[src/rtl/rcm_pkg.sv]
package rcm_pkg;

  // ****************************************
  // register byte offsets
  // ****************************************
  localparam logic [7:0] ADDR_CTRL       = 8'h00;
  localparam logic [7:0] ADDR_STATIC_OFF = 8'h04;
  localparam logic [7:0] ADDR_SCALE      = 8'h08;
  localparam logic [7:0] ADDR_MIN_TIME   = 8'h0C;
  localparam logic [7:0] ADDR_FLAGS      = 8'h10;
  localparam logic [7:0] ADDR_ACK        = 8'h14;
  localparam logic [7:0] ADDR_INT_STAT   = 8'h18;
  localparam logic [7:0] ADDR_INT_MASK   = 8'h1C;
  localparam logic [7:0] ADDR_LIMIT      = 8'h20;
  localparam logic [7:0] ADDR_WARN_LIM   = 8'h24;
  localparam logic [7:0] ADDR_THR_BASE   = 8'h40;
  localparam logic [7:0] ADDR_OFF_BASE   = 8'h80;

  // ****************************************
  // field positions
  // ****************************************
  localparam int CTRL_MODE_LSB = 0;
  localparam int CTRL_PCT_LSB  = 8;
  localparam int CTRL_CNT_LSB  = 16;
  localparam int FLAG_WARN     = 0;
  localparam int FLAG_OVER     = 1;
  localparam int FLAG_ALARM    = 2;

  // ****************************************
  // reset values and constants
  // ****************************************
  localparam logic [1:0]  RST_MODE       = 2'h0;
  localparam logic [7:0]  RST_WARN_PCT   = 8'h50;
  localparam logic [3:0]  RST_STEP_CNT   = 4'h0;
  localparam logic [31:0] RST_STATIC_OFF = 32'h0000_012C;
  localparam logic [31:0] RST_SCALE      = 32'h0000_0000;
  localparam logic [31:0] RST_MIN_TIME   = 32'h0000_0000;
  localparam logic [2:0]  RST_INT_MASK   = 3'h0;
  localparam int          PCT_DIV        = 100;
  localparam int          STEPS_MAX      = 10;

  typedef enum logic [1:0] {
    MODE_STATIC  = 2'b00,
    MODE_DYNAMIC = 2'b01,
    MODE_STEP    = 2'b10
  } mode_t;

  typedef struct packed {
    logic alarm;
    logic over;
    logic warn;
  } flags_t;

endpackage : rcm_pkg

[src/rtl/rcm_limit_calc.sv]
`timescale 1ns/1ps
module rcm_limit_calc
  import rcm_pkg::*;
#(
  parameter int RW = 16,
  parameter int LW = 32,
  parameter int N  = STEPS_MAX
) (
  input  wire logic                 core_clk,
  input  wire logic                 rst,
  input  wire logic [1:0]           mode,
  input  wire logic [RW-1:0]        reference_value,
  input  wire logic [15:0]          scale,
  input  wire logic [LW-1:0]        static_limit_offset,
  input  wire logic [3:0]           step_cnt,
  input  wire logic [N-1:0][RW-1:0] step_thresholds,
  input  wire logic [N-1:0][LW-1:0] step_limit_offsets,
  input  wire logic [7:0]           warn_pct,
  output logic      [LW-1:0]        limit_r,
  output logic      [LW-1:0]        warn_lim_r
);

  logic [LW-1:0] limit_nxt;
  logic [LW-1:0] warn_lim_nxt;
  logic [LW:0]   sum;
  logic [LW+7:0] wprod;
  logic [LW+7:0] wquot;
  logic [LW-1:0] step_off;

  // ****************************************
  // active limit and warning limit
  // ****************************************
  always_comb begin
    step_off = '0;
    for (int i = 0; i < N; i++) begin
      if ((4'(i) < step_cnt) && (reference_value > step_thresholds[i])) begin
        step_off = step_limit_offsets[i];
      end
    end
    unique case (mode)
      MODE_DYNAMIC: sum = (LW+1)'(reference_value * scale) + {1'b0, static_limit_offset};
      MODE_STEP:    sum = {1'b0, static_limit_offset} + {1'b0, step_off};
      default:      sum = {1'b0, static_limit_offset};
    endcase
    limit_nxt    = sum[LW] ? '1 : sum[LW-1:0];
    wprod        = limit_nxt * warn_pct;
    wquot        = wprod / (LW+8)'(PCT_DIV);
    warn_lim_nxt = (|wquot[LW+7:LW]) ? '1 : wquot[LW-1:0];
  end

  always_ff @(posedge core_clk or posedge rst) begin
    if (rst) begin
      limit_r    <= '0;
      warn_lim_r <= '0;
    end else begin
      limit_r    <= limit_nxt;
      warn_lim_r <= warn_lim_nxt;
    end
  end

endmodule : rcm_limit_calc

[src/rtl/residual_current_monitor.sv]
// How it works
// static mode: fixed limit, ignore reference
// dynamic mode tracks reference continuously
// dynamic limit = reference times scale plus offset
// stepwise table of ten ascending thresholds
// step limit: offset plus highest exceeded step
// no steps configured: static offset only
// step offsets need not be monotonic
// warning limit is limit times percentage
// warning flag sets above warning limit
// warning flag clears at or below, unacknowledged
// overcurrent flag sets above active limit
// overcurrent flag clears at or below limit
// alarm only after exceedance longer than minimum
// alarm latched until explicit acknowledge write
// timer restarts when overcurrent ends early
// strict greater compare, limits computed first
`timescale 1ns/1ps
module residual_current_monitor
  import rcm_pkg::*;
#(
  parameter int CW = 16,
  parameter int RW = 16,
  parameter int LW = 32,
  parameter int N  = STEPS_MAX
) (
  input  wire logic          core_clk,
  input  wire logic          rst,
  input  wire logic          psel,
  input  wire logic          penable,
  input  wire logic          pwrite,
  input  wire logic [7:0]    paddr,
  input  wire logic [31:0]   pwdata,
  output logic      [31:0]   prdata,
  output logic               pready,
  output logic               pslverr,
  input  wire logic [CW-1:0] residual_current,
  input  wire logic [RW-1:0] reference_value,
  output logic               warn_flag,
  output logic               over_flag,
  output logic               alarm_flag,
  output logic               irq
);

  // ****************************************
  // configuration registers
  // ****************************************
  logic [1:0]           mode_r,     mode_nxt;
  logic [7:0]           pct_r,      pct_nxt;
  logic [3:0]           cnt_r,      cnt_nxt;
  logic [LW-1:0]        soff_r,     soff_nxt;
  logic [15:0]          scale_r,    scale_nxt;
  logic [31:0]          min_r,      min_nxt;
  logic [N-1:0][RW-1:0] thr_r,      thr_nxt;
  logic [N-1:0][LW-1:0] off_r,      off_nxt;
  logic [2:0]           istat_r,    istat_nxt;
  logic [2:0]           imask_r,    imask_nxt;
  logic                 irq_r,      irq_nxt;
  logic [31:0]          prdata_r,   prdata_nxt;
  logic                 pready_r,   pready_nxt;
  logic                 pslverr_r,  pslverr_nxt;
  flags_t               flags_r,    flags_nxt;
  logic [31:0]          tmr_r,      tmr_nxt;
  logic [LW-1:0]        limit;
  logic [LW-1:0]        warn_lim;
  logic                 acc;
  logic                 wr;
  logic                 ack;
  logic [2:0]           events;
  logic                 mapped;

  assign acc    = psel & penable & pready_r;
  assign wr     = acc & pwrite;
  assign ack    = wr && (paddr == ADDR_ACK) && pwdata[0];
  assign events = flags_nxt & ~flags_r;

  // ****************************************
  // limit computation
  // ****************************************
  rcm_limit_calc #(
    .RW (RW),
    .LW (LW),
    .N  (N)
  ) u_limit (
    .core_clk            (core_clk),
    .rst                 (rst),
    .mode                (mode_r),
    .reference_value     (reference_value),
    .scale               (scale_r),
    .static_limit_offset (soff_r),
    .step_cnt            (cnt_r),
    .step_thresholds     (thr_r),
    .step_limit_offsets  (off_r),
    .warn_pct            (pct_r),
    .limit_r             (limit),
    .warn_lim_r          (warn_lim)
  );

  // ****************************************
  // flags and minimum exceedance timer
  // ****************************************
  always_comb begin
    flags_nxt.warn  = LW'(residual_current) > warn_lim;
    flags_nxt.over  = LW'(residual_current) > limit;
    tmr_nxt         = flags_r.over ? ((&tmr_r) ? tmr_r : tmr_r + 32'h0000_0001) : 32'h0000_0000;
    flags_nxt.alarm = (flags_r.over && (tmr_r > min_r)) || (flags_r.alarm && !ack);
  end

  always_ff @(posedge core_clk or posedge rst) begin
    if (rst) begin
      flags_r <= '0;
      tmr_r   <= '0;
    end else begin
      flags_r <= flags_nxt;
      tmr_r   <= tmr_nxt;
    end
  end

  // ****************************************
  // apb slave and interrupt
  // ****************************************
  always_comb begin
    mode_nxt    = mode_r;
    pct_nxt     = pct_r;
    cnt_nxt     = cnt_r;
    soff_nxt    = soff_r;
    scale_nxt   = scale_r;
    min_nxt     = min_r;
    thr_nxt     = thr_r;
    off_nxt     = off_r;
    imask_nxt   = imask_r;
    istat_nxt   = istat_r;
    prdata_nxt  = 32'h0000_0000;
    pready_nxt  = psel & penable & ~pready_r;
    pslverr_nxt = 1'b0;
    mapped      = 1'b1;
    if (wr && paddr == ADDR_INT_STAT) begin
      istat_nxt = istat_r & ~pwdata[2:0];
    end
    istat_nxt = istat_nxt | events;
    unique case (paddr)
      ADDR_CTRL:       prdata_nxt = 32'({cnt_r, pct_r, 6'h00, mode_r});
      ADDR_STATIC_OFF: prdata_nxt = 32'(soff_r);
      ADDR_SCALE:      prdata_nxt = 32'(scale_r);
      ADDR_MIN_TIME:   prdata_nxt = min_r;
      ADDR_FLAGS:      prdata_nxt = 32'(flags_r);
      ADDR_ACK:        prdata_nxt = 32'h0000_0000;
      ADDR_INT_STAT:   prdata_nxt = 32'(istat_r);
      ADDR_INT_MASK:   prdata_nxt = 32'(imask_r);
      ADDR_LIMIT:      prdata_nxt = 32'(limit);
      ADDR_WARN_LIM:   prdata_nxt = 32'(warn_lim);
      default:         mapped     = 1'b0;
    endcase
    for (int i = 0; i < N; i++) begin
      if (paddr == ADDR_THR_BASE + 8'(4 * i)) begin
        mapped     = 1'b1;
        prdata_nxt = 32'(thr_r[i]);
        if (wr) thr_nxt[i] = pwdata[RW-1:0];
      end
      if (paddr == ADDR_OFF_BASE + 8'(4 * i)) begin
        mapped     = 1'b1;
        prdata_nxt = 32'(off_r[i]);
        if (wr) off_nxt[i] = pwdata[LW-1:0];
      end
    end
    if (wr) begin
      unique case (paddr)
        ADDR_CTRL: begin
          mode_nxt = pwdata[CTRL_MODE_LSB +: 2];
          pct_nxt  = pwdata[CTRL_PCT_LSB +: 8];
          cnt_nxt  = (pwdata[CTRL_CNT_LSB +: 4] > 4'(N)) ? 4'(N) : pwdata[CTRL_CNT_LSB +: 4];
        end
        ADDR_STATIC_OFF: soff_nxt  = pwdata[LW-1:0];
        ADDR_SCALE:      scale_nxt = pwdata[15:0];
        ADDR_MIN_TIME:   min_nxt   = pwdata;
        ADDR_INT_MASK:   imask_nxt = pwdata[2:0];
        default:         ;
      endcase
    end
    irq_nxt = |(istat_nxt & imask_nxt);
    if (!psel || !penable || pready_r || pwrite) begin
      prdata_nxt = 32'h0000_0000;
    end
    if (pready_nxt && !mapped) begin
      pslverr_nxt = 1'b1;
    end
  end

  always_ff @(posedge core_clk or posedge rst) begin
    if (rst) begin
      mode_r    <= RST_MODE;
      pct_r     <= RST_WARN_PCT;
      cnt_r     <= RST_STEP_CNT;
      soff_r    <= LW'(RST_STATIC_OFF);
      scale_r   <= RST_SCALE[15:0];
      min_r     <= RST_MIN_TIME;
      thr_r     <= '0;
      off_r     <= '0;
      istat_r   <= '0;
      imask_r   <= RST_INT_MASK;
      irq_r     <= 1'b0;
      prdata_r  <= '0;
      pready_r  <= 1'b0;
      pslverr_r <= 1'b0;
    end else begin
      mode_r    <= mode_nxt;
      pct_r     <= pct_nxt;
      cnt_r     <= cnt_nxt;
      soff_r    <= soff_nxt;
      scale_r   <= scale_nxt;
      min_r     <= min_nxt;
      thr_r     <= thr_nxt;
      off_r     <= off_nxt;
      istat_r   <= istat_nxt;
      imask_r   <= imask_nxt;
      irq_r     <= irq_nxt;
      prdata_r  <= prdata_nxt;
      pready_r  <= pready_nxt;
      pslverr_r <= pslverr_nxt;
    end
  end

  assign prdata     = prdata_r;
  assign pready     = pready_r;
  assign pslverr    = pslverr_r;
  assign warn_flag  = flags_r.warn;
  assign over_flag  = flags_r.over;
  assign alarm_flag = flags_r.alarm;
  assign irq        = irq_r;

  // ****************************************
  // assertions
  // ****************************************
  over_set_a: assert property (@(posedge core_clk) disable iff (rst)
    (LW'(residual_current) > limit) |=> over_flag)
    else $error("overcurrent flag missed");

  over_clear_a: assert property (@(posedge core_clk) disable iff (rst)
    (LW'(residual_current) <= limit) |=> !over_flag)
    else $error("overcurrent flag stuck");

  warn_set_a: assert property (@(posedge core_clk) disable iff (rst)
    (LW'(residual_current) > warn_lim) |=> warn_flag)
    else $error("warning flag missed");

  warn_clear_a: assert property (@(posedge core_clk) disable iff (rst)
    (LW'(residual_current) <= warn_lim) |=> !warn_flag)
    else $error("warning flag stuck");

  alarm_delay_a: assert property (@(posedge core_clk) disable iff (rst)
    $rose(alarm_flag) |-> $past(over_flag, 1) && $past(over_flag, 2) && ($past(tmr_r) > $past(min_r)))
    else $error("alarm without long exceedance");

  alarm_latch_a: assert property (@(posedge core_clk) disable iff (rst)
    (alarm_flag && !ack) |=> alarm_flag)
    else $error("alarm dropped without acknowledge");

  timer_restart_a: assert property (@(posedge core_clk) disable iff (rst)
    !over_flag |=> (tmr_r == 32'h0000_0000))
    else $error("timer not restarted");

  static_limit_a: assert property (@(posedge core_clk) disable iff (rst)
    (!rst && mode_r == MODE_STATIC) ##1 (mode_r == MODE_STATIC) |-> (limit == $past(soff_r)))
    else $error("static limit wrong");

  step_empty_a: assert property (@(posedge core_clk) disable iff (rst)
    (mode_r == MODE_STEP && cnt_r == 4'h0) ##1 (mode_r == MODE_STEP) |-> (limit == $past(soff_r)))
    else $error("empty table limit wrong");

  irq_level_a: assert property (@(posedge core_clk) disable iff (rst)
    irq_r == (|(istat_r & imask_r)))
    else $error("interrupt level wrong");

  apb_ready_a: assert property (@(posedge core_clk) disable iff (rst)
    (psel && penable && !pready_r) |=> pready_r)
    else $error("apb answer late");

  ready_pulse_a: assert property (@(posedge core_clk) disable iff (rst)
    pready |=> !pready)
    else $error("apb ready held");

  slverr_ready_a: assert property (@(posedge core_clk) disable iff (rst)
    pslverr |-> pready)
    else $error("apb error without ready");

  rdata_idle_a: assert property (@(posedge core_clk) disable iff (rst)
    !pready |-> (prdata == 32'h0000_0000))
    else $error("read data outside answer");

  timer_count_a: assert property (@(posedge core_clk) disable iff (rst)
    (over_flag && !(&tmr_r)) |=> (tmr_r == $past(tmr_r) + 32'h0000_0001))
    else $error("exceedance timer not counting");

  warn_below_a: assert property (@(posedge core_clk) disable iff (rst)
    (pct_r <= 8'h64) |=> (warn_lim <= limit))
    else $error("warning limit above limit");

  ack_clear_a: assert property (@(posedge core_clk) disable iff (rst)
    (ack && !over_flag) |=> !alarm_flag)
    else $error("alarm kept after acknowledge");

  alarm_rise_c: cover property (@(posedge core_clk) disable iff (rst) $rose(alarm_flag));
  short_over_c: cover property (@(posedge core_clk) disable iff (rst) $fell(over_flag) && !alarm_flag);
  ack_clear_c:  cover property (@(posedge core_clk) disable iff (rst) $fell(alarm_flag));
  step_mode_c:  cover property (@(posedge core_clk) disable iff (rst) (mode_r == MODE_STEP) && over_flag);
  dyn_mode_c:   cover property (@(posedge core_clk) disable iff (rst) (mode_r == MODE_DYNAMIC) && over_flag);

endmodule : residual_current_monitor

[config.mk]
export PLATFORM = sky130hd
export DESIGN_NAME = residual_current_monitor
export DESIGN_NICKNAME = d
export VERILOG_FILES = /design/src/rtl/rcm_pkg.sv /design/src/rtl/rcm_limit_calc.sv /design/src/rtl/residual_current_monitor.sv
export SDC_FILE = /design/constraint.sdc
export NUM_CORES = 2
export LEC_CHECK = 0
export ABC_AREA = 1
export BUFFER_PORTS_ARGS = -buffer_cell sky130_fd_sc_hd__buf_2
export CAP_MARGIN = 5
export CORE_AREA = 2 2 398 400
export CTS_BUF_LIST = sky130_fd_sc_hd__clkbuf_16
export DETAILED_ROUTE_END_ITERATION = 8
export DIE_AREA = 0 0 400 402
export PLACE_DENSITY_LB_ADDON = 0.3
export SYNTH_ARGS = -nofsm -noshare
export SYNTH_HDL_FRONTEND = slang
export SYNTH_SLANG_ARGS = --single-unit
[constraint.sdc]
create_clock -name core_clk -period 22.1 [get_ports core_clk]
set_input_delay 3.315 -clock core_clk [delete_from_list [all_inputs] [get_ports core_clk]]
set_output_delay 3.315 -clock core_clk [all_outputs]
set_load 0.05 [all_outputs]
==> flow_results.xml <==
<?xml version="1.0" encoding="UTF-8"?>
<metrics>
  <group name="grt">
    <metric name="maximum_number_of_pins_on_one_net_before_global_route_repair" unit="">163</metric>
    <metric name="track_usage" unit="">0.3294</metric>
    <metric name="grt_pass1_vias" unit="">64150</metric>
    <metric name="grt_antenna_before_repair" unit="">18</metric>
    <metric name="grt_first_pass_wirelength" unit="microns">400800</metric>
    <metric name="grt_overflow" unit="">0</metric>
  </group>
  <group name="clock_network">
    <metric name="cts.clk_slew.worst_paths" unit="ps">60</metric>
    <metric name="clock-sinks" unit="">714</metric>
    <metric name="cts_buffers" unit="">88</metric>
    <metric name="cts_hold_repair.buffers" unit="">0</metric>
    <metric name="cts_max_path_buffers" unit="">3</metric>
    <metric name="ctsRootBufferMaster" unit="">sky130_fd_sc_hd__clkbuf_16</metric>
    <metric name="tritoncts" unit="">done</metric>
    <metric name="clk_latency" unit="ps">750</metric>
    <metric name="clock_tree.htree_level_count" unit="">3</metric>
  </group>
  <group name="floorplan">
    <metric name="fp-row-count" unit="">146</metric>
    <metric name="core-area" unit="sq um">157100</metric>
    <metric name="die_area" unit="sq um">160800</metric>
    <metric name="initial_util" unit="">0.4066</metric>
    <metric name="i_o_pin_cnt" unit="">115</metric>
    <metric name="die_h" unit="microns">402</metric>
    <metric name="die_x" unit="microns">400</metric>
  </group>
  <group name="timing">
    <metric name="layout_worst_path_cycle_share" unit="">1.300</metric>
    <metric name="slew_violations" unit="">0</metric>
    <metric name="worst_slew_margin_rel" unit="">0.1113</metric>
    <metric name="grt_setup_unrepaired" unit="">yes</metric>
    <metric name="fin_ws" unit="ps">-6619</metric>
    <metric name="min_period" unit="ps">28720</metric>
    <metric name="finClkSkew" unit="ps">38.53</metric>
    <metric name="setup-violations-final" unit="">16</metric>
    <metric name="tightest_pin_transition" unit="ps">1330</metric>
    <metric name="maximum_achievable_frequency" unit="GHz">0.03482</metric>
    <metric name="hold_viol" unit="">0</metric>
  </group>
  <group name="logic_synthesis">
    <metric name="netlist-cell-type-count" unit="">77</metric>
    <metric name="avgSynthCellArea" unit="sq um">7.556</metric>
    <metric name="yosysMostFrequentCell" unit="">sky130_fd_sc_hd__nand2_1</metric>
    <metric name="post_synth_most_frequent_cells" unit="">sky130_fd_sc_hd__nand2_1, sky130_fd_sc_hd__inv_1, sky130_fd_sc_hd__o21ai_0</metric>
    <metric name="synth_top_cell_area_share" unit="">0.2773</metric>
    <metric name="synth_sequential_area_ratio" unit="">0.2798</metric>
    <metric name="synth-async-reset-ratio" unit="">1.000</metric>
    <metric name="ys_warn_count" unit="">0</metric>
    <metric name="dominantRegCellSynth" unit="">sky130_fd_sc_hd__dfrtp_1</metric>
    <metric name="total_of_flip_flops_plus_latches_after_synthesis" unit="">714</metric>
    <metric name="syn_inst" unit="">8455</metric>
    <metric name="post_synth_instance_area" unit="sq um">63880</metric>
    <metric name="synth_top_area_cell" unit="">sky130_fd_sc_hd__dfrtp_1</metric>
    <metric name="synth-edff-count" unit="">0</metric>
    <metric name="synth.net_count" unit="">9362</metric>
    <metric name="ys_top_cells_by_area" unit="">sky130_fd_sc_hd__dfrtp_1, sky130_fd_sc_hd__fa_1, sky130_fd_sc_hd__nand2_1, sky130_fd_sc_hd__ha_1, sky130_fd_sc_hd__o21ai_0</metric>
  </group>
  <group name="detailed_routing">
    <metric name="detail_route.wl_per_cell" unit="microns">22.53</metric>
    <metric name="totalWireLength" unit="microns">267900</metric>
    <metric name="drc_errors" unit="">0</metric>
    <metric name="drt_pass1_iterations" unit="">6</metric>
    <metric name="via_count" unit="">65880</metric>
    <metric name="route.antenna.remaining_nets" unit="">0</metric>
    <metric name="drt-initial-drc-count" unit="">7602</metric>
    <metric name="avgViaCountPerCell" unit="">5.541</metric>
  </group>
  <group name="power_and_ir_drop">
    <metric name="p_leak" unit="nW">41.68</metric>
    <metric name="power_density" unit="nW/um^2">154.2</metric>
    <metric name="worst_vdd_ir" unit="mV">1.151</metric>
    <metric name="power.total" unit="mW">12.65</metric>
  </group>
  <group name="critical_path">
    <metric name="worst-path-max-fanout" unit="">12</metric>
    <metric name="cp_data_required_time" unit="ps">22680</metric>
    <metric name="cpLargestDelayFamily" unit="">simple AND/OR/NAND/NOR gates</metric>
    <metric name="timing.critical_path.from_type" unit="">primary input</metric>
    <metric name="slowest_delay" unit="ps">540</metric>
    <metric name="cp-end-kind" unit="">register</metric>
    <metric name="critical-path-top-cell-by-count" unit="">sky130_fd_sc_hd__nand2_4</metric>
    <metric name="total_buffers_and_inverters_traversed_by_the_critical_path" unit="">34</metric>
    <metric name="worst-endpoint-arrival" unit="ps">29300</metric>
    <metric name="timing.setup.critical_path_class" unit="">primary input to register</metric>
    <metric name="slowest_stage_cell_crit_path" unit="">sky130_fd_sc_hd__fa_1</metric>
  </group>
  <group name="placement">
    <metric name="dp_hpwl" unit="microns">203900</metric>
    <metric name="place.port_buffers" unit="">114</metric>
    <metric name="place_worst_setup_slack" unit="ps">-7367</metric>
    <metric name="placed_area" unit="sq um">76700</metric>
    <metric name="globalplace.congestion" unit="">1.018</metric>
    <metric name="place.detailed.instances" unit="">11610</metric>
  </group>
  <group name="run_status">
    <metric name="outcome" unit="">finished with violations</metric>
    <metric name="violations" unit="">negative setup slack</metric>
  </group>
  <group name="finish">
    <metric name="final_core_utilization" unit="">0.5220</metric>
    <metric name="fill_cells" unit="">14920</metric>
    <metric name="area.growth.synth_to_final" unit="%">28.38</metric>
    <metric name="instances_no_fill" unit="">11890</metric>
    <metric name="design_area" unit="sq um">82010</metric>
    <metric name="drive_gt1_frac" unit="">0.2477</metric>
    <metric name="num-nets-final" unit="">10650</metric>
  </group>
  <group name="flow_run">
    <metric name="maxCapViolCount" unit="">0</metric>
  </group>
  <group name="worst_hold_path">
    <metric name="hp-class" unit="">register to register</metric>
  </group>
</metrics>
-- power breakdown --
| group | internal (mW) | leakage [nW] | switching [mW] |
|---|---|---|---|
| clock network | 0.850 | 1.45 | 0.668 |
| logic | 4.15 | 30.3 | 5.57 |
| registers | 1.39 | 9.88 | 0.0182 |
-- what timing repair did --
action | CTS | global route
gates cloned | 1 | 0
setup buffers | 87 | 33
resized for setup | 193 | 143
endpoints found under the setup margin | 17 | 20
pin swaps | 136 | 123
-- cell usage in the layout (no fill, tap or decap), drive strengths merged, types with 8 or more instances in the layout --
master	count
nor3	52
o21bai	19
clkinv	58
ha	423
o311ai	30
inv	1289
clkbuf	90
a211oi	47
nor4	17
a221oi	55
nand4	113
o2111ai	29
a21oi	442
nand3	331
mux2i	11
o21a	15
clkinvlp	9
nor2	600
bufinv	20
o221ai	15
o21ai	997
dfrtp	708
buf	1600
or2	38
xnor2	23
a31oi	57
o211ai	81
xor2	34
a2111oi	8
o22ai	81
nand2	2066
fa	407
-- metal layers --
metal,up-vias,wire [microns],global-route usage
met5,-,92,0
met4,16,14260,0.1511
met3,634,26000,0.07143
met2,3123,114500,0.4923
met1,32000,113000,0.4539
li1,30100,-,-
-- cell families after synthesis --
group,after synthesis,synth area share
adder cells (fa/ha/maj),830,0.2104
XOR/XNOR,57,0.007815
buffers and inverters,1705,0.1031
AND/OR/NAND/NOR,3230,0.2280
AO/OA/AOI/OAI,1908,0.1691
multiplexers,11,0.001724
flip-flops,714,0.2798
-- state kept, by name (all words and copies together) (netlist names), 2 cells and up --
name                cells
prdata                 32
scale_r                16
mode_r                  2
thr_r                 160
istat_r                 3
pct_r                   8
cnt_r                   4
u_limit.warn_lim_r     32
min_r                  32
u_limit.limit_r        32
off_r                 320
imask_r                 3
soff_r                 32
tmr_r                  32
-- final cells by class --
cell class	count	area, sq um	area share
Multi-Input combinational cell	6036	41310	0.5037
Sequential cell	714	17870	0.2179
Timing Repair Buffer	1600	12230	0.1492
Inverter	1304	5087	0.06203
Tap cell	2072	2592	0.03161
Clock buffer	90	2252	0.02746
Clock inverter	72	664.4	0.008101
Antenna cell	1	2.502	0.00003051
-- stage by stage --
step	hold WS (ps)	TNS (ps)
finish	484.8	-58750
global placement	466.0	-64110
CTS	487.3	-47630
detailed placement	472.6	-73290
global route	500.1	-85570
floorplan	453.0	-27420
-- path summary, 6_finish.rpt --
check | from | to | slack (ps) | depth (start not counted)
min reg2reg | thr_r[66]$_DFFE_PP0P_ | thr_r[66]$_DFFE_PP0P_ | 480 | 2
min in group asynchronous | rst | thr_r[91]$_DFFE_PP0P_ | 2600 | 2
max reg2reg | thr_r[1]$_DFFE_PP0P_ | u_limit.warn_lim_r[0]$_DFF_PP0_ | -4210 | 222
min | thr_r[66]$_DFFE_PP0P_ | thr_r[66]$_DFFE_PP0P_ | 480 | 2
max | reference_value[0] | u_limit.warn_lim_r[0]$_DFF_PP0_ | -6620 | 217
max in group asynchronous | rst | irq$_DFF_PP0_ | 16490 | 5
-- worst min-delay path, stage by stage (launching register included) --
cell and delay, ps:
sky130_fd_sc_hd__dfrtp_1 340, sky130_fd_sc_hd__nand2_1 50, sky130_fd_sc_hd__o21ai_0 60
Note: power is estimated with default switching activity, not from simulation.
